$ cat src/conv_ctrl_defs.vh
// Register offsets, field positions, reset values and timing constants.
`ifndef CONV_CTRL_DEFS_VH
`define CONV_CTRL_DEFS_VH

// Byte addresses of the registers on the APB slave.
`define OFS_OUT_CODE_HIGH  12'h000
`define OFS_OUT_CODE_LOW   12'h004
`define OFS_OUT_CTRL       12'h008
`define OFS_RESULT_LOW     12'h00C
`define OFS_RESULT_MID     12'h010
`define OFS_RESULT_HIGH    12'h014
`define OFS_CTRL_ZERO      12'h018
`define OFS_CTRL_ONE       12'h01C
`define OFS_CLOCK_SELECT   12'h020
`define OFS_REG_ENABLE     12'h024

// Field positions in the output converter control register.
`define BIT_OUT_CONV_EN    7
`define BIT_OUT_REF_HI     6
`define BIT_OUT_REF_LO     5

// Field positions in converter control register zero.
`define BIT_FILTER_RESET   7
`define BIT_SLEEP          6
`define BIT_POWER_OFF      5
`define BIT_OSR_HI         4
`define BIT_OSR_LO         2
`define BIT_REF_PAIR       0

// Field positions in converter control register one.
`define BIT_FMODE_HI       7
`define BIT_FMODE_LO       5
`define BIT_NEG_BUF        4
`define BIT_POS_BUF        3
`define BIT_LATCH          2
`define BIT_DONE           1

// Reset values of the control registers.
`define RST_CTRL_ZERO      8'h20
`define RST_CTRL_ONE       8'h00
`define RST_OUT_CTRL       8'h00
`define RST_CLOCK_SELECT   8'h00

// Writable bit masks; other bits read as zero.
`define MASK_CTRL_ZERO     8'hFD
`define MASK_CTRL_ONE      8'hFE
`define MASK_OUT_CTRL      8'hE0
`define MASK_CLOCK_SELECT  8'h1F

// Timing: undivided clock divider code, division factors, largest rate.
`define CLKDIV_BYPASS      5'h1F
`define DIV_LONG           5'd30
`define DIV_SHORT          5'd12
`define OSR_MAX            15'h4000

`endif

$ cat src/conv_ctrl.v
// Control, result and output code registers for the delta-sigma converter.
//
// Overview of operation
// - Low nibble write goes to shadow first.
// - Output enable bit 7 gates the DAC.
// - Reference select: regulator, supply, common mode.
// - Three read-only result bytes hold 24 bits.
// - Filter reset holds filter outside sleep and power-off, aborts conversion.
// - Sleep stops modulator, keeps amp and filter.
// - Power-off resets to 1 and overrides sleep and reset.
// - Oversampling field halves rate per step.
// - Reference pair: internal or external pins.
// - Filter mode sets factor_a and clock division.
// - Factor_a 2 doubles samples, factor_a 1 low-latency.
// - Reference buffer bits enable buffer outside sleep and power-off, drop bypass.
// - Latch freezes results and completion flag.
// - Done flag set by hardware, software clears.
// - Clock divider field: halve then divide, all ones passes through.
// - Power-down keeps only regulator-led circuits.
// - Normal or reset mode by filter reset.
// - Each unlatched conversion end sets done, pulses request.
// - Unlatched results update every conversion.
// - Results saturate to 24-bit two's complement.
//
// All logic runs on pclk; slower rates are one-cycle enables.
// Each register is one aligned APB word, data in the low byte.
// An unmapped address raises pslverr.
`timescale 1ns/10ps
`default_nettype none
`include "conv_ctrl_defs.vh"

module conv_ctrl (
    // Clock and reset.
    input  wire        pclk,             // System clock, 50 MHz.
    input  wire        presetn,          // Asynchronous reset, active low.

    // APB slave.
    input  wire        psel,             // APB select.
    input  wire        penable,          // APB access phase.
    input  wire        pwrite,           // APB direction, high for write.
    input  wire [11:0] paddr,            // APB byte address.
    input  wire [31:0] pwdata,           // APB write data.
    output wire [31:0] prdata,           // APB read data.
    output wire        pready,           // APB ready, always high.
    output wire        pslverr,          // APB error on unmapped address.

    // Filter output, taken at conversion end.
    input  wire [25:0] sample_in,        // Signed wide filter output.

    // Output converter.
    output reg  [11:0] out_code,         // Live DAC output code.
    output reg         out_conv_enable,  // DAC enabled.
    output reg  [1:0]  out_ref_select,   // DAC reference selector.
    output reg         use_regulator_ref,// DAC reference is regulator output.
    output reg         use_supply_ref,   // DAC reference is supply input.
    output reg         use_cm_ref,       // DAC reference is common mode.

    // Converter reference and power.
    output reg         ref_pair_external,// Converter uses external pins.
    output reg         neg_buf_on,       // Negative reference buffer on.
    output reg         pos_buf_on,       // Positive reference buffer on.
    output reg         bias_on,          // Bandgap, regulator, common mode.
    output reg         amp_on,           // Amplifier powered.
    output reg         modulator_on,     // Modulator running.
    output reg         filter_on,        // Decimation filter powered.
    output reg         filter_hold,      // Decimation filter held reset.

    // Clock enables and request pulse.
    output reg         mclk_tick,        // Modulator clock source enable.
    output reg         adck_tick,        // Converter clock enable.
    output reg         done_pulse        // Interrupt request pulse.
);

    // Register state.
    reg [7:0]  out_code_high_q;   // Output code bits 11..4.
    reg [3:0]  out_code_low_q;    // Live low nibble.
    reg [3:0]  low_shadow_q;      // Shadow of the low nibble.
    reg [7:0]  out_ctrl_q;        // Output converter control.

    // Converter control registers.
    reg [7:0]  ctrl_zero_q;       // Converter control zero.
    reg [7:0]  ctrl_one_q;        // Converter control one.
    reg [7:0]  clk_sel_q;         // Converter clock select.
    reg        regulator_enable_q;// Regulator enable.

    // Result and conversion timing.
    reg [23:0] result_q;          // Latest conversion result.
    reg [4:0]  mdiv_q;            // Modulator clock divider count.
    reg        mhalf_q;           // Divide-by-two phase.
    reg [4:0]  ndiv_q;            // Converter clock divider count.
    reg [14:0] osr_cnt_q;         // Oversampling counter.
    reg        factor_a_q;            // Second factor_a phase.

    // Read data flip-flop.
    reg [31:0] rdata_q;           // Registered read data.

    // Decoded fields.
    wire       wr_en   = psel & penable & pwrite;
    wire       rd_set  = psel & ~penable & ~pwrite;

    // Mode bits.
    wire       pwr_off = ctrl_zero_q[`BIT_POWER_OFF];
    wire       sleep   = ctrl_zero_q[`BIT_SLEEP];
    wire       frst    = ctrl_zero_q[`BIT_FILTER_RESET];
    wire [2:0] osr_sel = ctrl_zero_q[`BIT_OSR_HI:`BIT_OSR_LO];
    wire [2:0] fmode   = ctrl_one_q[`BIT_FMODE_HI:`BIT_FMODE_LO];
    wire       latch   = ctrl_one_q[`BIT_LATCH];
    wire [4:0] ckdiv   = clk_sel_q[4:0];

    // Mode bit 2 picks factor_a, bit 1 the divider.
    wire       factor_a_two = ~fmode[2];
    wire [4:0] ndiv    = fmode[1] ? `DIV_SHORT : `DIV_LONG;
    // Conversions run only in normal mode.
    wire       running = ~pwr_off & ~sleep & ~frst;
    // The rate halves at each step.
    wire [14:0] osr_len = `OSR_MAX >> osr_sel;

    // Driven further down.
    wire       conv_end;
    reg        mapped;
    reg [31:0] rmux;

    // Address decode and read mux; reserved bits read zero.
    always @* begin
        mapped = 1'b1;
        rmux   = 32'h0000_0000;
        // Unused upper bits read zero.
        case (paddr)
            `OFS_OUT_CODE_HIGH: rmux[7:0] = out_code_high_q;
            `OFS_OUT_CODE_LOW:  rmux[3:0] = out_code_low_q;
            `OFS_OUT_CTRL:      rmux[7:0] = out_ctrl_q;
            // Result bytes, low to high.
            `OFS_RESULT_LOW:    rmux[7:0] = result_q[7:0];
            `OFS_RESULT_MID:    rmux[7:0] = result_q[15:8];
            `OFS_RESULT_HIGH:   rmux[7:0] = result_q[23:16];
            `OFS_CTRL_ZERO:     rmux[7:0] = ctrl_zero_q;
            `OFS_CTRL_ONE:      rmux[7:0] = ctrl_one_q;
            `OFS_CLOCK_SELECT:  rmux[7:0] = clk_sel_q;
            `OFS_REG_ENABLE:    rmux[0]   = regulator_enable_q;
            default:            mapped    = 1'b0;
        endcase
    end

    // Every access takes one cycle.
    assign pready  = 1'b1;
    assign pslverr = psel & penable & ~mapped;
    assign prdata  = rdata_q;

    // Read data is captured in the setup cycle for the access phase.
    // This keeps prdata a flip-flop output.
    always @(posedge pclk or negedge presetn) begin
        if (!presetn) begin
            rdata_q <= 32'h0000_0000;
        end else if (rd_set) begin
            // Capture the addressed register.
            rdata_q <= rmux;
        end
    end

    // Software writable registers and the output code shadow.
    // Writes to result bytes change nothing.
    always @(posedge pclk or negedge presetn) begin
        if (!presetn) begin
            out_code_high_q    <= 8'h00;
            out_code_low_q     <= 4'h0;
            low_shadow_q       <= 4'h0;
            out_ctrl_q         <= `RST_OUT_CTRL;
            // The converter starts powered off.
            ctrl_zero_q        <= `RST_CTRL_ZERO;
            clk_sel_q          <= `RST_CLOCK_SELECT;
            regulator_enable_q <= 1'b0;
        end else if (wr_en) begin
            // Writes land at the access edge.
            case (paddr)
                // The low nibble only reaches the shadow.
                `OFS_OUT_CODE_LOW: begin
                    low_shadow_q <= pwdata[3:0];
                end
                // The high byte also loads the live low nibble from the shadow.
                `OFS_OUT_CODE_HIGH: begin
                    out_code_high_q <= pwdata[7:0];
                    out_code_low_q  <= low_shadow_q;
                end
                `OFS_OUT_CTRL: begin
                    out_ctrl_q <= pwdata[7:0] & `MASK_OUT_CTRL;
                end
                `OFS_CTRL_ZERO: begin
                    ctrl_zero_q <= pwdata[7:0] & `MASK_CTRL_ZERO;
                end
                `OFS_CLOCK_SELECT: begin
                    clk_sel_q <= pwdata[7:0] & `MASK_CLOCK_SELECT;
                end
                `OFS_REG_ENABLE: begin
                    regulator_enable_q <= pwdata[0];
                end
                // Read-only, unmapped and control one addresses.
                default: begin
                    regulator_enable_q <= regulator_enable_q;
                end
            endcase
        end
    end

    // Control one; hardware set of the done flag wins over a clear.
    // A clear in the same cycle loses.
    always @(posedge pclk or negedge presetn) begin
        if (!presetn) begin
            ctrl_one_q <= `RST_CTRL_ONE;
        end else begin
            if (wr_en && paddr == `OFS_CTRL_ONE) begin
                ctrl_one_q <= pwdata[7:0] & `MASK_CTRL_ONE;
            end

            // The set comes last.
            if (conv_end && !latch) begin
                ctrl_one_q[`BIT_DONE] <= 1'b1;
            end
        end
    end

    // Modulator clock source: halve then divide, or pass through.
    // A tick comes every 2*(field+1) cycles.
    always @(posedge pclk or negedge presetn) begin
        if (!presetn) begin
            mdiv_q    <= 5'd0;
            mhalf_q   <= 1'b0;
            mclk_tick <= 1'b0;
        end else if (ckdiv == `CLKDIV_BYPASS) begin
            // Undivided: a tick every cycle.
            mdiv_q    <= 5'd0;
            mhalf_q   <= 1'b0;
            mclk_tick <= 1'b1;
        end else begin
            // Halve, then divide by field plus one.
            mhalf_q   <= ~mhalf_q;
            mclk_tick <= 1'b0;

            if (mhalf_q) begin
                if (mdiv_q >= ckdiv) begin
                    mdiv_q    <= 5'd0;
                    mclk_tick <= 1'b1;
                end else begin
                    mdiv_q <= mdiv_q + 5'd1;
                end
            end
        end
    end

    // Converter clock: modulator source divided by 30 or 12.
    // A count above a new limit wraps at once.
    always @(posedge pclk or negedge presetn) begin
        if (!presetn) begin
            ndiv_q    <= 5'd0;
            adck_tick <= 1'b0;
        end else begin
            adck_tick <= 1'b0;

            // Advance only on modulator ticks.
            if (mclk_tick) begin
                if (ndiv_q >= ndiv - 5'd1) begin
                    ndiv_q    <= 5'd0;
                    adck_tick <= 1'b1;
                end else begin
                    ndiv_q <= ndiv_q + 5'd1;
                end
            end
        end
    end

    // Last tick of a run; with factor_a 2, of two.
    assign conv_end = running && adck_tick &&
                      (osr_cnt_q >= osr_len - 15'd1) &&
                      (factor_a_q || !factor_a_two);

    // Conversion sequencer; held and aborted while not running.
    // It restarts when normal mode returns.
    always @(posedge pclk or negedge presetn) begin
        if (!presetn) begin
            osr_cnt_q  <= 15'd0;
            factor_a_q     <= 1'b0;
            done_pulse <= 1'b0;
        end else if (!running) begin
            // Reset, sleep or power-off aborts.
            osr_cnt_q  <= 15'd0;
            factor_a_q     <= 1'b0;
            done_pulse <= 1'b0;
        end else begin
            // The pulse rises with the flag, in the same cycle.
            done_pulse <= conv_end & ~latch;

            // Count ticks through one run.
            if (adck_tick) begin
                if (osr_cnt_q >= osr_len - 15'd1) begin
                    osr_cnt_q <= 15'd0;
                    factor_a_q    <= factor_a_two & ~factor_a_q;
                end else begin
                    osr_cnt_q <= osr_cnt_q + 15'd1;
                end
            end
        end
    end

    // Result register with saturation and latch freeze.
    // The filter output is two bits wider.
    always @(posedge pclk or negedge presetn) begin
        if (!presetn) begin
            result_q <= 24'h000000;
        end else if (conv_end && !latch) begin
            // Clamp what does not fit in 24 bits.
            if (!sample_in[25] && |sample_in[24:23]) begin
                result_q <= 24'h7FFFFF;
            end else if (sample_in[25] && ~&sample_in[24:23]) begin
                result_q <= 24'h800000;
            end else begin
                // In range: take the low 24 bits.
                result_q <= sample_in[23:0];
            end
        end
    end

    // Analog control outputs from the mode decode.
    // Power-off wins over sleep and reset.
    always @(posedge pclk or negedge presetn) begin
        if (!presetn) begin
            // All analog parts are off in reset.
            out_code          <= 12'h000;
            out_conv_enable   <= 1'b0;
            out_ref_select    <= 2'b00;
            use_regulator_ref <= 1'b0;
            use_supply_ref    <= 1'b0;
            use_cm_ref        <= 1'b0;

            ref_pair_external <= 1'b0;
            neg_buf_on        <= 1'b0;
            pos_buf_on        <= 1'b0;

            bias_on           <= 1'b0;
            amp_on            <= 1'b0;
            modulator_on      <= 1'b0;
            filter_on         <= 1'b0;
            filter_hold       <= 1'b0;
        end else begin
            // Live code, a cycle behind.
            out_code        <= {out_code_high_q, out_code_low_q};
            // Output enable and reference.
            out_conv_enable <= out_ctrl_q[`BIT_OUT_CONV_EN];
            out_ref_select  <= out_ctrl_q[`BIT_OUT_REF_HI:`BIT_OUT_REF_LO];
            use_regulator_ref <= out_ctrl_q[6:5] == 2'b00;
            use_supply_ref    <= out_ctrl_q[6:5] == 2'b01;
            use_cm_ref        <= out_ctrl_q[`BIT_OUT_REF_HI];

            // Reference pair and buffers.
            ref_pair_external <= ctrl_zero_q[`BIT_REF_PAIR];
            neg_buf_on   <= ~pwr_off & ~sleep &
                            ctrl_one_q[`BIT_NEG_BUF];
            pos_buf_on   <= ~pwr_off & ~sleep &
                            ctrl_one_q[`BIT_POS_BUF];

            // Power domains by mode.
            bias_on      <= ~pwr_off | regulator_enable_q;
            amp_on       <= ~pwr_off;
            modulator_on <= ~pwr_off & ~sleep;
            filter_on    <= ~pwr_off;
            filter_hold  <= ~pwr_off & ~sleep & frst;
        end
    end

endmodule // conv_ctrl
`default_nettype wire

$ cat config.mk
export PLATFORM = sky130hd
export DESIGN_NAME = conv_ctrl
export DESIGN_NICKNAME = d
export VERILOG_FILES = /design/src/conv_ctrl.v
export VERILOG_INCLUDE_DIRS = /design/src
export SDC_FILE = /design/constraint.sdc
export NUM_CORES = 1
export LEC_CHECK = 0
export ABC_CLOCK_PERIOD_IN_PS = 2800
export BUFFER_PORTS_ARGS = -buffer_cell sky130_fd_sc_hd__buf_4
export CAP_MARGIN = 20
export CORE_AREA = 2 2 111 113
export DETAILED_ROUTE_END_ITERATION = 10
export DIE_AREA = 0 0 113 115
export PLACE_DENSITY_LB_ADDON = 0.25
export SLEW_MARGIN = 20
export SYNTH_ARGS = -nofsm -noshare
export SYNTH_HDL_FRONTEND = slang
export SYNTH_SLANG_ARGS = --single-unit
export TNS_END_PERCENT = 5
$ cat constraint.sdc
create_clock -name pclk -period 2.8 [get_ports pclk]
set_input_delay 0.14 -clock pclk [delete_from_list [all_inputs] [get_ports pclk]]
set_output_delay 0.14 -clock pclk [all_outputs]
set_load 0.05 [all_outputs]
==> impl_results.md, run 1 <==
- Status: complete, but fails checks
- Failing checks: design-rule violations
- Worst hold path class: in2reg
- LEAKAGE: 3.976 nW
- Max Slew Vio Count: 0
- Flop-to-flop setup slack: 280 ps
- First-pass GRT wire length: 24.92 mm
- Placed Instance Area: 7059 um2
- Die extent in y: 115 um
- FFs w/ async S/R, synth: 100.0%
- Commonest cells in the netlist: dfrtp_1 (124), inv_1 (39), mux2_1 (39)
- Drt drc: 8
- Fmax achieved: 396.2 MHz
- Cells along the critical path: nor2_1 > nand2_1 > ha_1 > a21oi_1 > a21boi_0 > a2111oi_4 > nand4b_1 > buf_12 > mux2_1
- Buf/Inv on CP: 1
- Reg2reg end: result_q[23]
- WS Path Type: reg2reg
- Port Buffers: 88
- Synth top area share: 48.86%
- Setup TNS: 0 ps
- Cells after Synth: 587
- Initial drt markers: 378
- Design area: 7797 um2
- Diode count: 0
- Antenna violations before repair: 0
- Post-synth top area cell: dfrtp_1
- Final core occ: 66.02%
- GPL Wtd Cong: 0.9722
- CTS Sinks: 125
- Fin nets: 782
- Peak supply drop: 302.4 uV
- Slowest stage delay, CP: 420 ps
- Crit end category: flop
- Hold Path Sink: result_q[21]
- Hold Crit Start: sample_in[21]
- Vias in the first global route: 4872
- Seq/Total Area, Yosys: 49.27%
- Vias/cell: 5.660
- Worst setup margin: 275.7 ps
- Min Tclk post-route: 2524 ps
- Worst Setup Start Kind: flop
- # Post-CTS Setup Buffers: 0
- CTS tree: built
- I/O Pins: 138
- Arrival time worst endpoint: 2820 ps
- Clk root buf: clkbuf_16
- Post-Route Skew: 6.562 ps
- Final hold vios: 0
- Syn_area_per_cell: 10.82 um2
- Number of cell rows: 40
- CTS buffer count: 17
- Largest net degree at the start of global routing: 56
- Post-placement cell count: 807
- Switching Share: 24.57%
- GR Overflow Total: 0
- Post-synth cell types: 66
- Top FF cell, synth: dfrtp_1
- Ys Warns: 0
- Initial Utilization: 53.77%
- Longest Clk Path Bufs: 2
- Slowest CP cell: dfrtp_1
- Slew @ Worst Pin: 729.5 ps
- EDFF count, synth: 0
- Final setup fails: 0
- Detailed placement HPWL: 10.77 mm
- Final Cycle Share: 90.15%
- Pre-CTS setup slack: 140.5 ps
- Most common cell in the netlist: dfrtp_1
- Number of routed nets with antenna violations: 0
- Worst r2r path cells: 9
- Router iterations before antenna repair: 7
- Power share of the sequential group: 40.6%
- Max Cap Viol: 0
- Worst-path fanout max: 22
- Power density cells: 601.7 nW/um2
- Hold-critical path depth: 3
- Combinational cell fraction of total power: 9.4%
- Switching power: 1.153 mW
- Total Die Area: 13000 um2
- Core area: 11810 um2
- WL/cell: 17.47 um
- Synth area leaders: dfrtp_1 (49%), mux2_1 (6.9%), mux2i_1 (5.0%)
- WP depth: 9
- GRT Total Usage: 24.34%
- Total Wirelength: 14.81 mm
- Crit-path leading delay family: compound AO/OA/AOI/OAI gates
- Clock power share: 50.0%
- Cell area after synthesis: 6351 um2
- H-tree level count: 4
- Die width: 113 um
- Internal: 3.539 mW
- Share of cells above drive strength 1: 21.26%
- Area Overhead vs Synth: 22.77%
- Via Count: 4800
- Worst-path clk slew: 60 ps
- Worst-Skew Late Latency: 410 ps
- CP Data Required Time: 3100 ps
- Worst r2r src: ctrl_zero_q[3]
- Slew headroom: 51.25%
- Fin cells: 848
- Seq cells post-synth: 125
- RSZ-0062 raised after global routing: false
==> through the flow <==
| step | hold slack, ps | power (mW) |
|---|---|---|
| 6_report | 31.67 | 4.692 |
| 5_1_grt | 14.45 | 4.859 |
| 4_1_cts | 12.03 | 4.726 |
| 3_5_place_dp | 112.0 | 2.362 |
| 3_3_place_gp | 109.8 | 2.350 |
| 2_1_floorplan | -155.6 | 2.213 |
==> registers in the layout (all words and copies together) (netlist names), 2 cells and up <==
register	count
out_ctrl_q	3
osr_cnt_q	15
prdata	8
out_ref_select	2
clk_sel_q	5
low_shadow_q	4
out_code_high_q	8
ndiv_q	5
result_q	24
mdiv_q	5
out_code_low_q	4
out_code	12
ctrl_zero_q	7
ctrl_one_q	7
==> tightest hold or removal path: cells and delay by family <==
family,cells,cell delay [ps]
AO/OA/AOI/OAI,1,70
buffers and inverters,1,70
multiplexers,1,120
==> cells by family after synthesis <==
logic type / synth area share [%]
simple gates: 14.22
flops: 49.27
compound gates: 10.54
buf+inv: 7.269
mux: 12.49
fa+ha+maj: 3.743
xor+xnor: 2.344
other cells: 0.1182
==> power groups by stage <==
stage / Combinational, mW / Sequential, mW / Clock, mW
5_1_grt: 0.483 / 1.91 / 2.46
3_5_place_dp: 0.426 / 1.94 / 0
4_1_cts: 0.439 / 1.91 / 2.38
6_report: 0.439 / 1.91 / 2.35
2_1_floorplan: 0.268 / 1.95 / 0
3_3_place_gp: 0.414 / 1.94 / 0
==> cell usage in the layout, fill, tap and decap left out, drive strengths merged, types with 3 or more instances in the layout <==
cell type,Yosys,layout
clkinvlp,0,5
nand3,24,24
nor4,4,4
and3,14,14
a21oi,11,11
nand4,6,6
mux2i,32,32
o21bai,3,3
o22ai,6,6
a21o,3,3
nor3,11,11
dlygate4sd3,0,9
clkbuf,8,19
buf,39,96
a31oi,3,3
clkinv,0,3
dfrtp,124,124
a22oi,5,5
nand2,36,36
nor3b,5,5
a211oi,4,4
conb,2,26
nor4b,4,4
xnor2,7,7
nor2b,3,3
xor2,10,10
inv,40,41
nand2b,3,3
o211ai,3,3
ha,19,19
o21ai,46,46
and2,7,7
bufinv,0,4
mux2,42,42
nor2,31,31
o21a,3,3
==> final cells by class <==
class | count | area, um2
Fill cell | 900 | 4014
Sequential cell | 125 | 3129
Multi-Input combinational cell | 399 | 2856
Timing Repair Buffer | 105 | 835.8
Clock buffer | 19 | 452.9
Clock inverter | 13 | 188.9
Tap cell | 147 | 183.9
Inverter | 40 | 150.1
==> how the worst max path moves through the flow <==
stage	startpoint	endpoint
finish	ctrl_zero_q[3]	result_q[23]
global route	ctrl_zero_q[3]	result_q[15]
floorplan	ctrl_zero_q[4]	result_q[23]
detailed placement	ctrl_zero_q[3]	osr_cnt_q[7]
CTS	ctrl_zero_q[3]	osr_cnt_q[10]
global placement	ctrl_zero_q[3]	osr_cnt_q[12]
==> timing repair <==
action	in CTS	in global routing
endpoints found under the setup margin	0	13
resized for setup	0	1
hold buffers	9	0
endpoints found under the hold margin	52	0
==> metal layers <==
layer / wire, um / part of all wire [%] / global-route usage, %
met1: 6604 / 45 / 33.36
met2: 7147 / 48 / 38.24
met3: 710 / 4.8 / 5.324
met4: 351 / 2.4 / 9.512
met5: 0 / 0 / 0
Note: power is estimated with default switching activity, not from simulation.
==> run 2: changes to the inputs <==
- ABC_CLOCK_PERIOD_IN_PS: 2800 -> 3000
- CORE_AREA: 2 2 111 113 -> 2 2 107 109
- CTS_CLUSTER_DIAMETER: default -> 200
- DIE_AREA: 0 0 113 115 -> 0 0 109 111
- clock period: 2.8 -> 3 ns (I/O delays scaled with it)
==> impl_results.md, run 2 (synthesized netlist as in run 1, its figures left out) <==
- Status: complete, no violations
- Initial drt markers: 287
- Top reg by flops: result_q
- Largest net degree at the start of global routing: 126
- WL/cell: 17.54 um
- Setup TNS: 0 ps
- H-tree level count: 4
- Vias in the first global route: 4832
- Arrival time worst endpoint: 2900 ps
- Die width: 109 um
- Total Wirelength: 14.75 mm
- Post-Route Skew: 7.419 ps
- WS Path Type: reg2reg
- First-pass GRT wire length: 24.40 mm
- Longest Clk Path Bufs: 2
- I/O Pins: 138
- Slew headroom: 52.51%
- WHS: 14.05 ps
- Final setup fails: 0
- Worst Setup Start Kind: flop
- Peak supply drop: 356.0 uV
- Number of flip-flops in the largest register: 24
- Max Slew Vio Count: 0
- Antenna violations before repair: 0
- GPL Wtd Cong: 0.9050
- Number of routed nets with antenna violations: 0
- Power density cells: 569.9 nW/um2
- Detailed placement HPWL: 10.54 mm
- Crit end category: flop
- Fmax achieved: 383.5 MHz
- # Post-CTS Setup Buffers: 0
- Die extent in y: 111 um
- CTS buffer count: 17
- RSZ-0062 raised after global routing: false
- # fillers: 781
- Largest regs: result_q (24), osr_cnt_q (15), out_code (12)
- Clk root buf: clkbuf_16
- Slew @ Worst Pin: 702.5 ps
- Port Buffers: 88
- Core area: 11080 um2
- Most common cell after layout, fill and taps aside: dfrtp_1
- Router iterations before antenna repair: 5
- Final Cycle Share: 86.93%
- CTS Sinks: 125
- Worst-path fanout max: 9
- Area Overhead vs Synth: 22.03%
- Via Count: 4814
- Total Die Area: 12100 um2
- GRT Total Usage: 26.35%
- Flop-to-flop setup slack: 390 ps
- CTS tree: built
- Fin nets: 779
- Post-CTS Resized: 0
- Placed Instance Area: 7034 um2
- Vias/cell: 5.724
- Final hold vios: 0
- Drt drc: 0
- Worst-path clk slew: 60 ps
- Min Tclk post-route: 2608 ps
- LEAKAGE: 3.972 nW
- Diode count: 0
- Design area: 7750 um2
- Worst hold path class: in2reg
- Final core occ: 69.97%
- Share of cells above drive strength 1: 20.77%
- Most frequent cells in the layout: dfrtp_1 (124), buf_4 (94), inv_1 (39), mux2_1 (39), nand2_1 (35)
- CP Data Required Time: 3300 ps
- GR Overflow Total: 0
- Pre-CTS setup slack: 425.7 ps
- Worst-Skew Late Latency: 420 ps
- Initial Utilization: 57.34%
- Max Cap Viol: 0
- Worst setup margin: 392.2 ps
- Number of cell rows: 39
## run 2: power by group
group / internal, mW / total (mW) / switching (mW)
registers: 1.72 / 1.78 / 0.0539
logic: 0.141 / 0.409 / 0.268
clock network: 1.48 / 2.23 / 0.754
## run 2: timing repair
item | in CTS | in global routing
setup endpoints to repair | 0 | 0
hold endpoints to repair | 140 | 0
hold buffers | 7 | 0
## run 2: worst paths after layout
| path | startpoint | endpoint | cells after the start |
|---|---|---|---|
| max | ctrl_zero_q[4] | result_q[23] | 8 |
| min | pwdata[0] | regulator_enable_q | 2 |
| max reg2reg | ctrl_zero_q[4] | result_q[23] | 8 |
| min reg2reg | out_ctrl_q[7] | out_conv_enable | 0 |
| max in group asynchronous | presetn | prdata[0] | 3 |
| min in group asynchronous | presetn | osr_cnt_q[5] | 3 |
## run 2: through the flow
step | power (mW) | cells
detailed placement | 2.209 | 802
finish | 4.417 | 841
global route | 4.572 | 841
floorplan | 2.065 | 611
CTS | 4.444 | 841
global placement | 2.191 | 802
## run 2: cell type report
cell class | instances | area (um2) | share of cell area, %
multi-input combinational | 399 | 2850 | 36.78
clock inverter | 14 | 216.5 | 2.793
timing repair buffer | 102 | 795.8 | 10.27
tap | 143 | 178.9 | 2.309
clock buffer | 18 | 429.2 | 5.538
sequential | 125 | 3129 | 40.38
inverter | 40 | 150.1 | 1.937
## run 2: routing by layer
metal | GRT usage [%] | up-vias | part of all wire, %
met1 | 35.33 | 2368 | 41
met3 | 7.172 | 32 | 7.3
li1 | - | 2226 | -
met4 | 10.26 | 0 | 2.7
met5 | 0 | - | 0
met2 | 40.66 | 188 | 49
## run 2: critical path, cell delays in order (launching register included)
cell and delay (ps):
dfrtp_1 410, or2_2 320, ha_1 300, nand4_1 130, nor2_1 80, a2111oi_4 470
nand4b_1 210, buf_4 220, mux2_1 340
==> run 3: changes to the inputs <==
- PLACE_DENSITY: default -> 0.87
- PLACE_DENSITY_LB_ADDON: 0.25 -> default
- SLEW_MARGIN: 20 -> default
==> impl_results.md, run 3 (synthesized netlist as in run 1, its figures left out) <==
- # fillers: 767
- Placed Instance Area: 7019 um2
- Reg2reg end: result_q[13]
- Port Buffers: 88
- Peak supply drop: 411.0 uV
- Fin nets: 779
- Max Slew Vio Count: 0
- Slew @ Worst Pin: 753.7 ps
- Final hold vios: 0
- Core area: 11080 um2
- Worst-path clk slew: 60 ps
- Worst hold path class: in2reg
- Crit end category: flop
- Worst r2r path cells: 9
- # Post-CTS Setup Buffers: 0
- Number of cell rows: 39
- CTS tree: built
- Worst Setup Start Kind: flop
- Number of routed nets with antenna violations: 0
- Longest Clk Path Bufs: 2
- Fmax achieved: 370.7 MHz
- GRT Total Usage: 27.94%
- Final setup fails: 0
- Antenna violations before repair: 0
- Share of cells above drive strength 1: 20.77%
- Worst setup margin: 302.6 ps
- Via Count: 4999
- Die width: 109 um
- Most frequent cells in the layout: dfrtp_1 (124), buf_4 (93), inv_1 (39), mux2_1 (39), nand2_1 (35)
- Number of flip-flops in the largest register: 24
- Die extent in y: 111 um
- CP Data Required Time: 3330 ps
- Flop-to-flop setup slack: 300 ps
- Router iterations before antenna repair: 5
- WS Path Type: reg2reg
- Setup TNS: 0 ps
- RSZ-0062 raised after global routing: false
- Hold Crit Start: pwdata[0]
- Cells along the critical path: inv_1 > nand2_1 > ha_1 > a21oi_1 > a21boi_0 > a2111oi_4 > nand4b_1 > buf_4 > mux2i_1
- WL/cell: 19.05 um
- Drt drc: 0
- Min Tclk post-route: 2697 ps
- Total Wirelength: 16.02 mm
- Design area: 7734 um2
- Pre-CTS setup slack: 415.6 ps
- Clk root buf: clkbuf_16
- Arrival time worst endpoint: 3030 ps
- Slew headroom: 49.36%
- Total Die Area: 12100 um2
- GPL Wtd Cong: 0.9309
- I/O Pins: 138
- Largest regs: result_q (24), osr_cnt_q (15), out_code (12)
- Area Overhead vs Synth: 21.77%
- Final Cycle Share: 89.91%
- Largest net degree at the start of global routing: 72
- Diode count: 0
- Slowest stage delay, CP: 430 ps
- Power Total: 4.361 mW
- Worst-path fanout max: 15
- Vias/cell: 5.944
- Slowest CP cell: a2111oi_4
- Worst r2r src: ctrl_zero_q[4]
- Initial Utilization: 57.34%
- Post-Route Skew: 8.821 ps
- Top reg by flops: result_q
- Initial drt markers: 382
- CTS buffer count: 17
- Worst-Skew Late Latency: 420 ps
- Status: complete, no violations
- Most common cell after layout, fill and taps aside: dfrtp_1
- Hold-critical path depth: 2
- Power density cells: 563.9 nW/um2
- Max Cap Viol: 0
- CTS Sinks: 125
- Hold Path Sink: low_shadow_q[0]
- Detailed placement HPWL: 10.75 mm
- GR Overflow Total: 0
- LEAKAGE: 3.951 nW
- Vias in the first global route: 4972
- H-tree level count: 4
- First-pass GRT wire length: 25.81 mm
==> run 3: worst max-delay path, delay by kind of cell, from the launching register on <==
kind,cells,cell delay [ps]
AND/OR/NAND/NOR,2,350
multiplexers,1,250
buffers and inverters,2,500
AO/OA/AOI/OAI,3,760
adder cells (fa/ha/maj),1,330
flip-flops,1,410
==> run 3: cell type report <==
type	instances	area (um2)	share of cell area, %
sequential	125	3129	40.46
multi-input combinational	399	2850	36.85
timing repair buffer	102	798.3	10.32
clock buffer	20	466.7	6.035
tap	143	178.9	2.314
clock inverter	12	160.2	2.071
inverter	40	150.1	1.941
==> run 3: power by group <==
part	switching (mW)	leakage, nW	total (mW)	internal (mW)
registers	0.0539	1.60	1.78	1.72
logic	0.277	2.06	0.419	0.143
clock network	0.787	0.295	2.16	1.38
total	1.12	3.95	4.36	3.24
==> run 3: what timing repair did <==
item,in CTS,in global routing
endpoints found under the setup margin,0,0
gates resized for setup,0,0
endpoints found under the hold margin,74,0
hold buffers,8,0
==> run 3: stage by stage <==
| step | utilization, % | instances | hold WS [ps] |
|---|---|---|---|
| after floorplan | - | 611 | -145.6 |
| after global placement | 63.37 | 800 | 230.6 |
| after detailed placement | 63.37 | 800 | 234.6 |
| after CTS | 69.75 | 840 | 1.559 |
| after global routing | 69.82 | 841 | 4.231 |
| final | 69.82 | 841 | 13.88 |
==> run 3: how the worst max path moves through the flow <==
stage | from | endpoint | slack (ps) | cells past startpoint
global placement | ctrl_zero_q[3] | result_q[16] | 540 | 8
finish | ctrl_zero_q[4] | result_q[13] | 300 | 9
floorplan | ctrl_zero_q[4] | result_q[23] | 690 | 8
CTS | ctrl_zero_q[4] | result_q[13] | 330 | 9
detailed placement | ctrl_zero_q[3] | result_q[16] | 420 | 8
global route | ctrl_zero_q[3] | result_q[13] | 200 | 9
==> run 3: layer usage <==
layer | GRT usage [%] | vias up | part of all wire [%]
met4 | 11.97 | 0 | 3.9
met1 | 35.35 | 2426 | 39
met2 | 44.64 | 292 | 49
met3 | 7.878 | 67 | 7.5
met5 | 0 | - | 0
li1 | - | 2214 | -
